### src/acsq_pkg.sv
package acsq_pkg;
  // Master clock
  localparam int unsigned CLK_HZ        = 100_000_000;
  // Output data rates in conversions per second
  localparam int unsigned RATE_10_HZ    = 10;
  localparam int unsigned RATE_50_HZ    = 50;
  localparam int unsigned RATE_60_HZ    = 60;
  localparam int unsigned RATE_120_HZ   = 120;
  localparam int unsigned PERIOD_10_CYC  = CLK_HZ / RATE_10_HZ;
  localparam int unsigned PERIOD_50_CYC  = CLK_HZ / RATE_50_HZ;
  localparam int unsigned PERIOD_60_CYC  = CLK_HZ / RATE_60_HZ;
  localparam int unsigned PERIOD_120_CYC = CLK_HZ / RATE_120_HZ;
  // Rate pin patterns {high, low}
  localparam logic [1:0]  RATE_CODE_10  = 2'h3;
  localparam logic [1:0]  RATE_CODE_50  = 2'h2;
  localparam logic [1:0]  RATE_CODE_60  = 2'h1;
  localparam logic [1:0]  RATE_CODE_120 = 2'h0;
  // Gain pin patterns {high, low} and gain factors
  localparam logic [1:0]  GAIN_CODE_1   = 2'h0;
  localparam logic [1:0]  GAIN_CODE_8   = 2'h1;
  localparam logic [1:0]  GAIN_CODE_64  = 2'h2;
  localparam logic [7:0]  GAIN_X1       = 8'h01;
  localparam logic [7:0]  GAIN_X8       = 8'h08;
  localparam logic [7:0]  GAIN_X64      = 8'h40;
  localparam logic [7:0]  GAIN_X128     = 8'h80;
  // Settling is four conversion periods
  localparam logic [2:0]  SETTLE_CONV   = 3'h4;
  // Internal oscillator start-up after leaving power-down
  localparam int unsigned WAKE_US       = 1000;
  localparam int unsigned WAKE_CYC      = WAKE_US * (CLK_HZ / 1_000_000);
  // Least power-down pulse that resets the logic, rounded up
  localparam int unsigned SLEEP_RESET_PIN_MIN_NS  = 100;
  localparam logic [3:0]  SLEEP_RESET_PIN_MIN_CYC = 4'((SLEEP_RESET_PIN_MIN_NS * (CLK_HZ / 1_000_000) + 999) / 1000);
  // Ready output returns high this long before an unread result is replaced
  localparam int unsigned RDY_GAP_NS    = 10_000;
  localparam logic [23:0] RDY_GAP_CYC   = 24'(RDY_GAP_NS / (1_000_000_000 / CLK_HZ));
  // Word width and offset binary mid-scale
  localparam int unsigned WORD_W        = 24;
  localparam logic [4:0]  WORD_LAST     = 5'h17;
  localparam logic [23:0] CODE_ZERO     = 24'h80_0000;
  // Pin vector positions after synchronisation
  localparam int unsigned PIN_SCLK      = 0;
  localparam int unsigned PIN_RATE_LO   = 1;
  localparam int unsigned PIN_RATE_HI   = 2;
  localparam int unsigned PIN_GAIN_LO   = 3;
  localparam int unsigned PIN_GAIN_HI   = 4;
  localparam int unsigned PIN_PAIR      = 5;
  localparam int unsigned PIN_TEMP      = 6;
  localparam int unsigned PIN_CLOCK_SOURCE_SELECT    = 7;
  localparam int unsigned PIN_SLEEP     = 8;
  localparam int unsigned PIN_N         = 9;
  // Register byte offsets
  localparam logic [7:0]  REG_CTRL      = 8'h00;
  localparam logic [7:0]  REG_INJECT    = 8'h04;
  localparam logic [7:0]  REG_DATA      = 8'h08;
  localparam logic [7:0]  REG_STATUS    = 8'h0C;
  localparam logic [7:0]  REG_COUNT     = 8'h10;
  // Control register fields
  localparam int unsigned CTRL_INJECT   = 0;
  localparam int unsigned CTRL_RESTART  = 1;

  typedef enum logic [3:0] {
    ST_DOWN   = 4'h1,
    ST_WAKE   = 4'h2,
    ST_SETTLE = 4'h4,
    ST_RUN    = 4'h8
  } acsq_state_t;

  typedef enum logic [2:0] {
    SH_IDLE  = 3'h1,
    SH_WAIT  = 3'h2,
    SH_SHIFT = 3'h4
  } acsq_shift_t;
endpackage

### src/acsq_ser_if.sv
`timescale 1ns/100ps
interface acsq_ser_if;
  logic        sclk_rise;
  logic        sclk_fall;
  logic        load;
  logic        abort;
  logic [23:0] word;
  logic        dout;
  logic        busy;
  logic        done;
  modport ctl (output sclk_rise, output sclk_fall, output load, output abort, output word,
               input dout, input busy, input done);
  modport shf (input sclk_rise, input sclk_fall, input load, input abort, input word,
               output dout, output busy, output done);
endinterface

### src/acsq_shift.sv
`timescale 1ns/100ps
module acsq_shift (
  input wire logic core_clk,
  input wire logic sys_rst,
  acsq_ser_if.shf  ser
);
  import acsq_pkg::*;

  typedef struct packed {
    acsq_shift_t phase;
    logic [23:0] sh;
    logic [4:0]  bits;
    logic        dout;
    logic        done;
  } acsq_shift_state_t;

  acsq_shift_state_t state_reg;
  acsq_shift_state_t state_next;

  always_comb begin
    state_next      = state_reg;
    state_next.done = 1'b0;
    if (ser.load) begin
      // Fresh result restarts the serial side and pulls ready low
      state_next.phase = SH_WAIT;
      state_next.sh    = ser.word;
      state_next.bits  = 5'h00;
      state_next.dout  = 1'b0;
    end else if (ser.abort) begin
      state_next.phase = SH_IDLE;
      state_next.dout  = 1'b1;
    end else begin
      case (state_reg.phase)
        SH_IDLE: begin
          state_next.dout = 1'b1;
        end
        SH_WAIT, SH_SHIFT: begin
          if (ser.sclk_fall) begin
            // Bit changes on falling edge, host takes it on rising edge
            state_next.dout  = state_reg.sh[WORD_W-1];
            state_next.sh    = {state_reg.sh[WORD_W-2:0], 1'b1};
            state_next.phase = SH_SHIFT;
          end else if (ser.sclk_rise && state_reg.phase == SH_SHIFT) begin
            if (state_reg.bits == WORD_LAST) begin
              // Each result can be read once; back to high when read
              state_next.phase = SH_IDLE;
              state_next.dout  = 1'b1;
              state_next.done  = 1'b1;
            end else begin
              state_next.bits = state_reg.bits + 5'h01;
            end
          end
        end
        default: begin
          state_next.phase = SH_IDLE;
          state_next.dout  = 1'b1;
        end
      endcase
    end
  end

  always_ff @(posedge core_clk) begin
    if (sys_rst) begin
      state_reg <= '{phase: SH_IDLE, sh: 24'h00_0000, bits: 5'h00, dout: 1'b1, done: 1'b0};
    end else begin
      state_reg <= state_next;
    end
  end

  assign ser.dout = state_reg.dout;
  assign ser.busy = (state_reg.phase == SH_SHIFT);
  assign ser.done = state_reg.done;
endmodule

### src/acsq_top.sv
`timescale 1ns/100ps
module acsq_top #(
  parameter logic [23:0] PERIOD_10_CYC  = 24'(acsq_pkg::PERIOD_10_CYC),
  parameter logic [23:0] PERIOD_50_CYC  = 24'(acsq_pkg::PERIOD_50_CYC),
  parameter logic [23:0] PERIOD_60_CYC  = 24'(acsq_pkg::PERIOD_60_CYC),
  parameter logic [23:0] PERIOD_120_CYC = 24'(acsq_pkg::PERIOD_120_CYC),
  parameter logic [23:0] WAKE_CYC       = 24'(acsq_pkg::WAKE_CYC)
) (
  input  wire logic        core_clk,
  input  wire logic        sys_rst,
  input  wire logic        psel,
  input  wire logic        penable,
  input  wire logic        pwrite,
  input  wire logic [7:0]  paddr,
  input  wire logic [31:0] pwdata,
  output logic [31:0]      prdata,
  output logic             pready,
  output logic             pslverr,
  input  wire logic        rate_select_low,
  input  wire logic        rate_select_high,
  input  wire logic        gain_select_low,
  input  wire logic        gain_select_high,
  input  wire logic        input_pair_select,
  input  wire logic        temp_select,
  input  wire logic        clock_source_select,
  input  wire logic        sleep_reset_pin,
  input  wire logic        sclk,
  input  wire logic [23:0] conv_code,
  input  wire logic [23:0] temp_code,
  output logic             dout_rdy_o,
  output logic             dout_rdy_oe,
  output logic             bridge_supply_switch,
  output logic             osc_enable,
  output logic             mod_reset,
  output logic [1:0]       gain_code,
  output logic [7:0]       gain_factor,
  output logic             pair_route,
  output logic             temp_route
);
  import acsq_pkg::*;

  typedef struct packed {
    acsq_state_t  st;
    logic [8:0]   sync1;
    logic [8:0]   sync2;
    logic         sclk_prev;
    logic [6:0]   cfg;
    logic [23:0]  cnt;
    logic [2:0]   settle;
    logic [3:0]   pd_cnt;
    logic         mod_reset;
    logic         osc_en;
    logic         bridge;
    logic         oe;
    logic [7:0]   gain_x;
    logic         pair;
    logic         temp;
    logic [23:0]  data;
    logic [31:0]  conv_total;
    logic         inject_en;
    logic         restart_req;
    logic [23:0]  inject;
    logic [31:0]  prdata;
    logic         pready;
    logic         pslverr;
    logic         load;
    logic         abort;
    logic [23:0]  word;
    logic         sclk_rise;
    logic         sclk_fall;
  } acsq_top_state_t;

  acsq_top_state_t state_reg;
  acsq_top_state_t state_next;
  acsq_ser_if      ser ();

  logic [8:0]  pins;
  logic [23:0] period;
  logic [23:0] source;
  logic        cfg_change;
  logic        power_dn;
  logic        internal_clk;
  logic        apb_wr;
  logic        apb_setup;
  logic [6:0]  cfg_now;

  assign pins = {sleep_reset_pin, clock_source_select, temp_select, input_pair_select,
                 gain_select_high, gain_select_low, rate_select_high, rate_select_low, sclk};

  always_comb begin
    cfg_now      = state_reg.sync2[PIN_CLOCK_SOURCE_SELECT:PIN_RATE_LO];
    cfg_change   = (cfg_now != state_reg.cfg);
    internal_clk = state_reg.sync2[PIN_CLOCK_SOURCE_SELECT];
    power_dn     = (state_reg.pd_cnt >= SLEEP_RESET_PIN_MIN_CYC);
    apb_setup    = psel && !penable;
    apb_wr       = psel && penable && pwrite && state_reg.pready;
    case (state_reg.cfg[PIN_RATE_HI-1:PIN_RATE_LO-1])
      RATE_CODE_10:  period = PERIOD_10_CYC;
      RATE_CODE_50:  period = PERIOD_50_CYC;
      RATE_CODE_60:  period = PERIOD_60_CYC;
      default:       period = PERIOD_120_CYC;
    endcase
    // Temperature path wins over the pair select
    if (state_reg.inject_en) begin
      source = state_reg.inject;
    end else if (state_reg.temp) begin
      source = temp_code;
    end else begin
      source = conv_code;
    end
  end

  always_comb begin
    state_next           = state_reg;
    state_next.sync1     = pins;
    state_next.sync2     = state_reg.sync1;
    state_next.sclk_prev = state_reg.sync2[PIN_SCLK];
    state_next.sclk_rise = state_reg.sync2[PIN_SCLK] && !state_reg.sclk_prev;
    state_next.sclk_fall = !state_reg.sync2[PIN_SCLK] && state_reg.sclk_prev;
    state_next.cfg       = cfg_now;
    state_next.load      = 1'b0;
    state_next.abort     = 1'b0;
    state_next.mod_reset = 1'b0;
    state_next.pair      = cfg_now[PIN_PAIR-1];
    state_next.temp      = cfg_now[PIN_TEMP-1];
    case (cfg_now[PIN_GAIN_HI-1:PIN_GAIN_LO-1])
      GAIN_CODE_1:  state_next.gain_x = GAIN_X1;
      GAIN_CODE_8:  state_next.gain_x = GAIN_X8;
      GAIN_CODE_64: state_next.gain_x = GAIN_X64;
      default:      state_next.gain_x = GAIN_X128;
    endcase

    // A short glitch on the sleep pin is not taken as a reset
    if (state_reg.sync2[PIN_SLEEP]) begin
      if (state_reg.pd_cnt < SLEEP_RESET_PIN_MIN_CYC) begin
        state_next.pd_cnt = state_reg.pd_cnt + 4'h1;
      end
    end else begin
      state_next.pd_cnt = 4'h0;
    end

    case (state_reg.st)
      ST_DOWN: begin
        state_next.oe        = 1'b0;
        state_next.bridge    = 1'b0;
        state_next.osc_en    = !internal_clk;
        state_next.abort     = 1'b1;
        state_next.mod_reset = 1'b1;
        state_next.cnt       = 24'h00_0000;
        state_next.settle    = 3'h0;
        if (!state_reg.sync2[PIN_SLEEP]) begin
          state_next.bridge = 1'b1;
          state_next.osc_en = 1'b1;
          if (internal_clk) begin
            state_next.st = ST_WAKE;
          end else begin
            state_next.st = ST_SETTLE;
            state_next.oe = 1'b1;
          end
        end
      end
      ST_WAKE: begin
        state_next.osc_en = 1'b1;
        state_next.bridge = 1'b1;
        state_next.cnt    = state_reg.cnt + 24'h00_0001;
        // Output stays tristated until the oscillator has started
        if (!internal_clk || state_reg.cnt >= WAKE_CYC - 24'h00_0001) begin
          state_next.st     = ST_SETTLE;
          state_next.oe     = 1'b1;
          state_next.cnt    = 24'h00_0000;
          state_next.settle = 3'h0;
        end
      end
      ST_SETTLE: begin
        state_next.cnt = state_reg.cnt + 24'h00_0001;
        if (state_reg.cnt >= period - 24'h00_0001) begin
          state_next.cnt    = 24'h00_0000;
          state_next.settle = state_reg.settle + 3'h1;
          if (state_reg.settle == SETTLE_CONV - 3'h1) begin
            state_next.st         = ST_RUN;
            state_next.data       = source;
            state_next.word       = source;
            state_next.load       = 1'b1;
            state_next.conv_total = state_reg.conv_total + 32'h0000_0001;
          end
        end
      end
      ST_RUN: begin
        state_next.cnt = state_reg.cnt + 24'h00_0001;
        if (state_reg.cnt >= period - 24'h00_0001) begin
          state_next.cnt        = 24'h00_0000;
          state_next.data       = source;
          state_next.word       = source;
          state_next.load       = 1'b1;
          state_next.conv_total = state_reg.conv_total + 32'h0000_0001;
        end else if (state_reg.cnt == period - RDY_GAP_CYC && !ser.busy) begin
          // Unread word is withdrawn so no read straddles the update
          state_next.abort = 1'b1;
        end
      end
      default: begin
        state_next.st = ST_DOWN;
      end
    endcase

    // Any configuration change restarts modulator and filter at once
    if (state_reg.st == ST_SETTLE || state_reg.st == ST_RUN) begin
      if (cfg_change || state_reg.restart_req) begin
        state_next.st        = ST_SETTLE;
        state_next.cnt       = 24'h00_0000;
        state_next.settle    = 3'h0;
        state_next.load      = 1'b0;
        state_next.abort     = 1'b1;
        state_next.mod_reset = 1'b1;
      end
    end
    state_next.restart_req = 1'b0;

    if (power_dn) begin
      state_next.st        = ST_DOWN;
      state_next.oe        = 1'b0;
      state_next.bridge    = 1'b0;
      state_next.load      = 1'b0;
      state_next.abort     = 1'b1;
      state_next.mod_reset = 1'b1;
    end

    // APB slave: answer registered in setup, zero wait states
    state_next.pready = apb_setup;
    if (apb_setup) begin
      state_next.pslverr = 1'b0;
      case (paddr)
        REG_CTRL:   state_next.prdata = {30'h0000_0000, 1'b0, state_reg.inject_en};
        REG_INJECT: state_next.prdata = {8'h00, state_reg.inject};
        REG_DATA:   state_next.prdata = {8'h00, state_reg.data};
        REG_STATUS: state_next.prdata = {16'h0000, state_reg.cfg, state_reg.settle,
                                         ser.busy, ser.dout, state_reg.st};
        REG_COUNT:  state_next.prdata = state_reg.conv_total;
        default: begin
          state_next.prdata  = 32'h0000_0000;
          state_next.pslverr = 1'b1;
        end
      endcase
    end else begin
      state_next.prdata  = 32'h0000_0000;
      state_next.pslverr = 1'b0;
    end
    if (apb_wr) begin
      case (paddr)
        REG_CTRL: begin
          state_next.inject_en   = pwdata[CTRL_INJECT];
          state_next.restart_req = pwdata[CTRL_RESTART];
        end
        REG_INJECT: begin
          state_next.inject = pwdata[23:0];
        end
        default: begin
          state_next.inject_en = state_reg.inject_en;
        end
      endcase
    end
  end

  // Reset lands in the wake state; serial clock taps preset to its idle high, so no false edge
  always_ff @(posedge core_clk) begin
    if (sys_rst) begin
      state_reg <= '{st: ST_WAKE, sync1: 9'h001, sync2: 9'h001, sclk_prev: 1'b1, cfg: 7'h00,
                     cnt: 24'h00_0000, settle: 3'h0, pd_cnt: 4'h0, mod_reset: 1'b1,
                     osc_en: 1'b1, bridge: 1'b1, oe: 1'b0, gain_x: GAIN_X1, pair: 1'b0,
                     temp: 1'b0, data: CODE_ZERO, conv_total: 32'h0000_0000, inject_en: 1'b0,
                     restart_req: 1'b0, inject: CODE_ZERO, prdata: 32'h0000_0000,
                     pready: 1'b0, pslverr: 1'b0, load: 1'b0, abort: 1'b1,
                     word: CODE_ZERO, sclk_rise: 1'b0, sclk_fall: 1'b0};
    end else begin
      state_reg <= state_next;
    end
  end

  assign ser.sclk_rise = state_reg.sclk_rise;
  assign ser.sclk_fall = state_reg.sclk_fall;
  assign ser.load      = state_reg.load;
  assign ser.abort     = state_reg.abort;
  assign ser.word      = state_reg.word;

  acsq_shift u_shift (
    .core_clk (core_clk),
    .sys_rst  (sys_rst),
    .ser      (ser.shf)
  );

  assign prdata               = state_reg.prdata;
  assign pready               = state_reg.pready;
  assign pslverr              = state_reg.pslverr;
  assign dout_rdy_o           = ser.dout;
  assign dout_rdy_oe          = state_reg.oe;
  assign bridge_supply_switch = state_reg.bridge;
  assign osc_enable           = state_reg.osc_en;
  assign mod_reset            = state_reg.mod_reset;
  assign gain_code            = state_reg.cfg[PIN_GAIN_HI-1:PIN_GAIN_LO-1];
  assign gain_factor          = state_reg.gain_x;
  assign pair_route           = state_reg.pair;
  assign temp_route           = state_reg.temp;
endmodule

### config.mk
export PLATFORM = sky130hd
export DESIGN_NAME = acsq_top
export DESIGN_NICKNAME = d
export VERILOG_FILES = /design/src/acsq_pkg.sv /design/src/acsq_ser_if.sv /design/src/acsq_shift.sv /design/src/acsq_top.sv
export SDC_FILE = /design/constraint.sdc
export NUM_CORES = 1
export LEC_CHECK = 0
export ABC_AREA = 1
export BUFFER_PORTS_ARGS = -buffer_cell sky130_fd_sc_hd__buf_2
export CORE_ASPECT_RATIO = 0.8
export CORE_MARGIN = 3
export CORE_UTILIZATION = 65
export CTS_BUF_LIST = sky130_fd_sc_hd__clkbuf_2
export CTS_CLUSTER_SIZE = 14
export DETAILED_ROUTE_END_ITERATION = 7
export GPL_TIMING_DRIVEN = 0
export PLACE_DENSITY = 0.92
export SYNTH_ARGS = -nofsm -noshare
export SYNTH_HDL_FRONTEND = slang
export SYNTH_SLANG_ARGS = --single-unit
export TNS_END_PERCENT = 20
### constraint.sdc
create_clock -name core_clk -period 7.55 [get_ports core_clk]
set_input_delay 0.755 -clock core_clk [delete_from_list [all_inputs] [get_ports core_clk]]
set_output_delay 0.755 -clock core_clk [all_outputs]
set_load 0.01 [all_outputs]
* After elaboration in Yosys (flattened, before gate mapping)
Index checks and enable logic that the tools add are counted.
Word-level totals: register bits 252, bits in latches 0, RAM bits 0, memory bits (read-only) 0, bits of input ports 102, output and inout bits 51, memories kept 0
Operators by class: $add $sub $neg 7, $mul 0, divide/modulo/power cells 0, magnitude comparators 4, equality and inequality tests 30, shift-type cells 0, mux-type cells 63, bitwise logic cells 8, reduce and logical (&&, ||, !) cells 40
Operators by type and width (count):
- 24-bit two-way mux | 7
- 56-bit two-way mux | 3
- 32-bit one-hot mux with 5 select lines | 1
- 56-bit one-hot mux with 2 select lines | 1
- 27-bit two-way mux | 4
- 24-bit one-hot mux with 4 select lines | 1
- 24-bit one-hot mux with 3 select lines | 1
- 29-bit two-way mux | 2
- 24-bit one-hot mux with 2 select lines | 1
- 32-bit by 1-bit adder with 32-bit output, second input constant | 1
- 32-bit two-way mux | 1
- 24-bit by 1-bit adder with 24-bit output, second input constant | 1
- 24-bit equality test | 1
- 24-bit by 17-bit >= comparator with 1-bit output, second input constant | 1
- 24-bit >= comparator | 1
- 4-bit two-way mux | 6
- 8-bit one-hot mux with 3 select lines | 1
- 24-bit by 1-bit subtractor with 24-bit output, second input constant | 1
- 24-bit by 10-bit subtractor with 24-bit output, second input constant | 1
- 8-bit by 4-bit equality test with 1-bit output, second input constant | 2
- 4-bit one-hot mux with 4 select lines | 1
- 3-bit two-way mux | 5
- 1-bit two-way mux | 14
- 2-bit two-way mux | 6
- 43 further kinds | 88

* Logic depth before layout (Yosys ltp)
depth after elaboration 10, gate-level depth with buffers 19, mapped depth without buffers 19

* Hierarchy
A second synthesis with hierarchy kept.
Unflattened totals: cells, all modules 1722, area total of the unflattened synthesis 12215.5 sq um
Modules (own cells, without submodules):
- acsq_top | instances 1, cells an instance 1449, area an instance 10392.5 sq um
- acsq_shift | instances 1, cells an instance 273, area an instance 1823.0 sq um

* Worst setup path after synthesis
OpenSTA, ideal clock, no wires.
path type register to register, start reg state_reg[190] (netlist name), end reg state_reg[119] (netlist name), library setup time 139 ps, arrival time 2470 ps, slack 4941 ps, stages on the path, launching flop included 19, clock period less this slack 2609 ps, cell sequence dfxtp_1 inv_1 ha_1 inv_1 ha_1 xnor2_1 ha_1 nand2_1 nor2_1 nor2_1 nand2_1 inv_1 nand2_1 nand2_2 nand4_4 buf_12 buf_12 nand3_2 a21oi_2
On the way: word-level cells in the longest chain between the ends 6, elaborated cells between the ends (all ways) 9, those cells by class 1 x add/sub; 1 x order compare; 5 x eq/ne; 1 x mux; 1 x reduce/logical
RTL lines:
- start, declared | RTL line acsq_top.sv:73 | acsq_top_state_t state_reg;
- start signal, assigned | RTL line acsq_top.sv:267 | state_reg <= '{st: ST_WAKE, sync1: 9'h001, sync2: 9'h001, sclk_prev: 1'b1, cfg: 7'h00,
- start signal, assigned | RTL line acsq_top.sv:275 | state_reg <= state_next;
- 2-bit by 1-bit equality test with 1-bit output / 2-bit equality test (equally long branches) | RTL line acsq_top.sv:97 | case (state_reg.cfg[PIN_RATE_HI-1:PIN_RATE_LO-1])
- 24-bit one-hot mux with 3 select lines (*) | RTL line acsq_top.sv:97
- 24-bit by 1-bit subtractor with 24-bit output (*) | RTL line acsq_top.sv:176, acsq_top.sv:190
- 24-bit >= comparator (*) | RTL line acsq_top.sv:176, acsq_top.sv:190
- 2-bit inequality test (no source line)
- 4-bit AND reduction (no source line) (*)
Mark *: on every way between the ends. The rest lies on a longest branch, timed or not. A chain may end at the register's enable or synchronous reset.

* Worst setup path after layout
start reg state_reg[190] (netlist name), end reg state_reg[114] (netlist name)
Same word-level chain as after synthesis.

==> impl_metrics.py <==
metrics = {
    "power_and_ir_drop": {
        "power_density_mw_per_mm2": 163,
        "peakVddDrop_mv": 0.119,
        "power.leakage_nw": 5.66,
    },
    "global_route": {
        "grt_pass1_wl_um": 54600,
        "overflow": 0,
        "grt_pass1_vias": 10700,
        "track_usage": 0.342,
        "grt_max_degree": 14,
        "antenna_found_initial": 1,
    },
    "logic_synthesis": {
        "async_reset_ff_frac": 0,
        "ys_warn_count": 0,
        "ys_ff_latch": 222,
        "avgSynthCellArea_um2": 7.31,
        "synth_edf_count": 0,
        "ys_seq_area_frac": 0.368,
        "synth_top_cell_by_area": "dfxtp_1",
        "synth_top_area_share": 0.368,
        "syn_inst": 1653,
        "synthTopCellsByArea": "dfxtp_1 (37%), nand2_1 (13%), nor2_1 (6.5%)",
        "ys_types": 62,
        "synth-main-ff-cell": "dfxtp_1",
        "synth_area_mm2": 0.0121,
    },
    "sta": {
        "fmax_mhz": 277,
        "slew_violations": 0,
        "setup_tns_ns": 0,
        "finalSetupViolations": 0,
        "slew_headroom": 0.381,
        "timing.final.crit_period_ns": 3.61,
        "rsz0062_at_grt": "false",
        "whs_ns": 0.120,
        "hold_violations": 0,
        "finClkSkew_ns": 0.0754,
        "final.period_utilization": 0.478,
        "tightest_slew_ns": 0.929,
    },
    "setup_path": {
        "reg2reg_slack_ns": 3.94,
        "crit_arrival_ns": 4.38,
        "worstPathMaxFanout": 10,
        "path_class": "reg -> reg",
        "endpoint_kind": "flop",
        "required_ns": 8.32,
        "startpoint_type": "flop",
    },
    "clocking": {
        "cts_setup_buffers": 0,
        "cts_htree_levels": 2,
        "root_buffer": "clkbuf_2",
        "cts_tree": "built",
        "cts_made_buffers": 53,
        "cts_buffer_depth": 3,
        "hold_buffers": 0,
        "path_clk_slew_ns": 0.11,
        "cts_resized": 0,
        "cts.sinks": 222,
        "clk_latency_ns": 0.87,
    },
    "outcome": {
        "status": "finished clean",
    },
    "cells_and_area": {
        "regArea_mm2": 0.00444,
        "post-route-util": 0.761,
        "multi_input_area_mm2": 0.00628,
        "syn2layout_area_growth_pct": 12.0,
        "drive_above_1_share": 0.227,
        "nNetsFinal": 1988,
        "largest_reg_flops": 124,
        "fillCellCount": 1372,
    },
    "detailed_routing": {
        "drc_errors": 0,
        "viasPerCell": 5.57,
        "dr.pass1.iters": 6,
        "wl_per_cell_um": 16.8,
        "drtAntennaViolNets": 0,
        "via_count": 11900,
        "drtIter0Drc": 1605,
        "finalWirelength_um": 35800,
    },
    "die": {
        "die_h_um": 128,
        "coreArea_mm2": 0.0178,
        "die_area_mm2": 0.0203,
        "io_pins": 153,
        "floorplan.initialDensity": 0.679,
        "die_x_um": 158,
        "rows": 43,
    },
    "placed_design": {
        "routabilityCongestion": 1.04,
        "dp_hpwl_um": 27200,
        "port_buffers": 139,
    },
    "run": {
        "drv_cap": 0,
    },
    "worst_hold_path": {
        "hp-class": "in -> reg",
    },
}
==> cell usage in the layout (no fill, tap or decap), drive strengths merged, types with 2 or more instances in the layout <==
| cell type | synthesis | routed |
|---|---|---|
| nand2 | 423 | 423 |
| nor2 | 225 | 225 |
| dfxtp | 222 | 222 |
| buf | 82 | 221 |
| inv | 166 | 167 |
| nand3 | 115 | 115 |
| clkbuf | 24 | 97 |
| a21oi | 78 | 78 |
| o21ai | 60 | 60 |
| nor3 | 50 | 50 |
| xor2 | 38 | 38 |
| ha | 35 | 35 |
| a31oi | 25 | 25 |
| nand4 | 20 | 20 |
| clkinv | 2 | 18 |
| mux2i | 12 | 12 |
| mux2 | 12 | 12 |
| o21a | 11 | 11 |
| a41oi | 9 | 9 |
| o221ai | 8 | 8 |
| o22ai | 6 | 6 |
| conb | 1 | 5 |
| nor4 | 5 | 5 |
| xnor2 | 4 | 4 |
| or2 | 3 | 3 |
| nor3b | 3 | 3 |
| o211ai | 2 | 2 |
| a211oi | 2 | 2 |
| nand3b | 2 | 2 |
==> synth_stat cells (all sizes together) (5+ instances only) <==
| cell | instances |
|---|---|
| ha | 35 |
| mux2 | 12 |
| nand2 | 423 |
| inv | 166 |
| mux2i | 12 |
| a31oi | 25 |
| nor2 | 225 |
| buf | 82 |
| nor4 | 5 |
| nand3 | 115 |
| a21oi | 78 |
| o21ai | 60 |
| nand4 | 20 |
| nor3 | 50 |
| o21a | 11 |
| o22ai | 6 |
| dfxtp | 222 |
| xor2 | 38 |
| clkbuf | 24 |
| a41oi | 9 |
| o221ai | 8 |
==> path summary, 6_finish.rpt <==
path                                                 start                          end  cells past startpoint
worst max register to register   state_reg[190]$_SDFF_PP0_  state_reg[114]$_SDFFE_PP0P_                     18
worst max-delay path             state_reg[190]$_SDFF_PP0_  state_reg[114]$_SDFFE_PP0P_                     18
worst min register to register  state_next[199]$_SDFF_PP0_        cfg_now[1]$_SDFF_PP0_                      2
worst min-delay path                                  sclk   state_next[197]$_SDFF_PP1_                      2
==> routing by layer <==
| metal | track usage | vias to the layer above | part of all wire |
|---|---|---|---|
| li1 | - | 5731 | - |
| met5 | 0 | - | 0 |
| met2 | 0.493 | 720 | 0.42 |
| met4 | 0.115 | 0 | 0.029 |
| met1 | 0.477 | 5334 | 0.42 |
| met3 | 0.120 | 93 | 0.14 |
==> worst max-delay path, stage by stage (launching register included) <==
cell and delay [ns]:
dfxtp_1 0.57, inv_1 0.14, ha_1 0.31, inv_1 0.32, ha_1 0.33, xnor2_1 0.18, ha_1 0.28, nand2_1 0.11
nor2_1 0.05, nor2_1 0.08, nand2_1 0.05, inv_1 0.05, nand2_1 0.10, nand2_2 0.12, nand4_4 0.16, nand2_4 0.15
buf_2 0.32, nand2_1 0.11, a21oi_2 0.12
==> final cells by class <==
class | count | share of cell area
multi-input cells | 1161 | 0.464
clock inverters | 17 | 0.00508
well taps | 247 | 0.0228
flip-flops and latches | 222 | 0.328
repair buffers | 139 | 0.0513
diodes | 1 | 0.000185
clock buffers | 73 | 0.0270
inverters | 168 | 0.0468
plain buffers | 106 | 0.0550
==> per-stage QoR <==
step                      setup slack [ns]  cell area, um2  power, mW  std cells
after floorplan                       4.94           12100       1.37       1657
after CTS                             4.07           13500       2.19       2133
after detailed placement              4.14           13100       1.46       2043
after global routing                  3.73           13500       2.28       2134
final                                 3.94           13500       2.21       2134
after global placement                4.23           13100       1.45       2043
==> cells by family (layout without fill, tap and decap cells) <==
group / after synthesis / in the layout / share of synthesized area
other: 1 / 6 / 0.000310
and+or+nand+nor: 849 / 849 / 0.325
adders and majority gates: 35 / 35 / 0.0362
xor gates and xnor gates: 42 / 42 / 0.0304
muxes: 24 / 24 / 0.0211
DFF: 222 / 222 / 0.368
AOI/OAI and AO/OA: 206 / 206 / 0.105
buffers and inverters: 274 / 503 / 0.114
==> power breakdown <==
part	switching, mW	total, mW	internal, mW
logic	0.155	0.241	0.0863
clock network	0.505	0.765	0.260
registers	0.0133	1.20	1.19
total	0.673	2.21	1.53
Power figures use the tool's default switching activity.
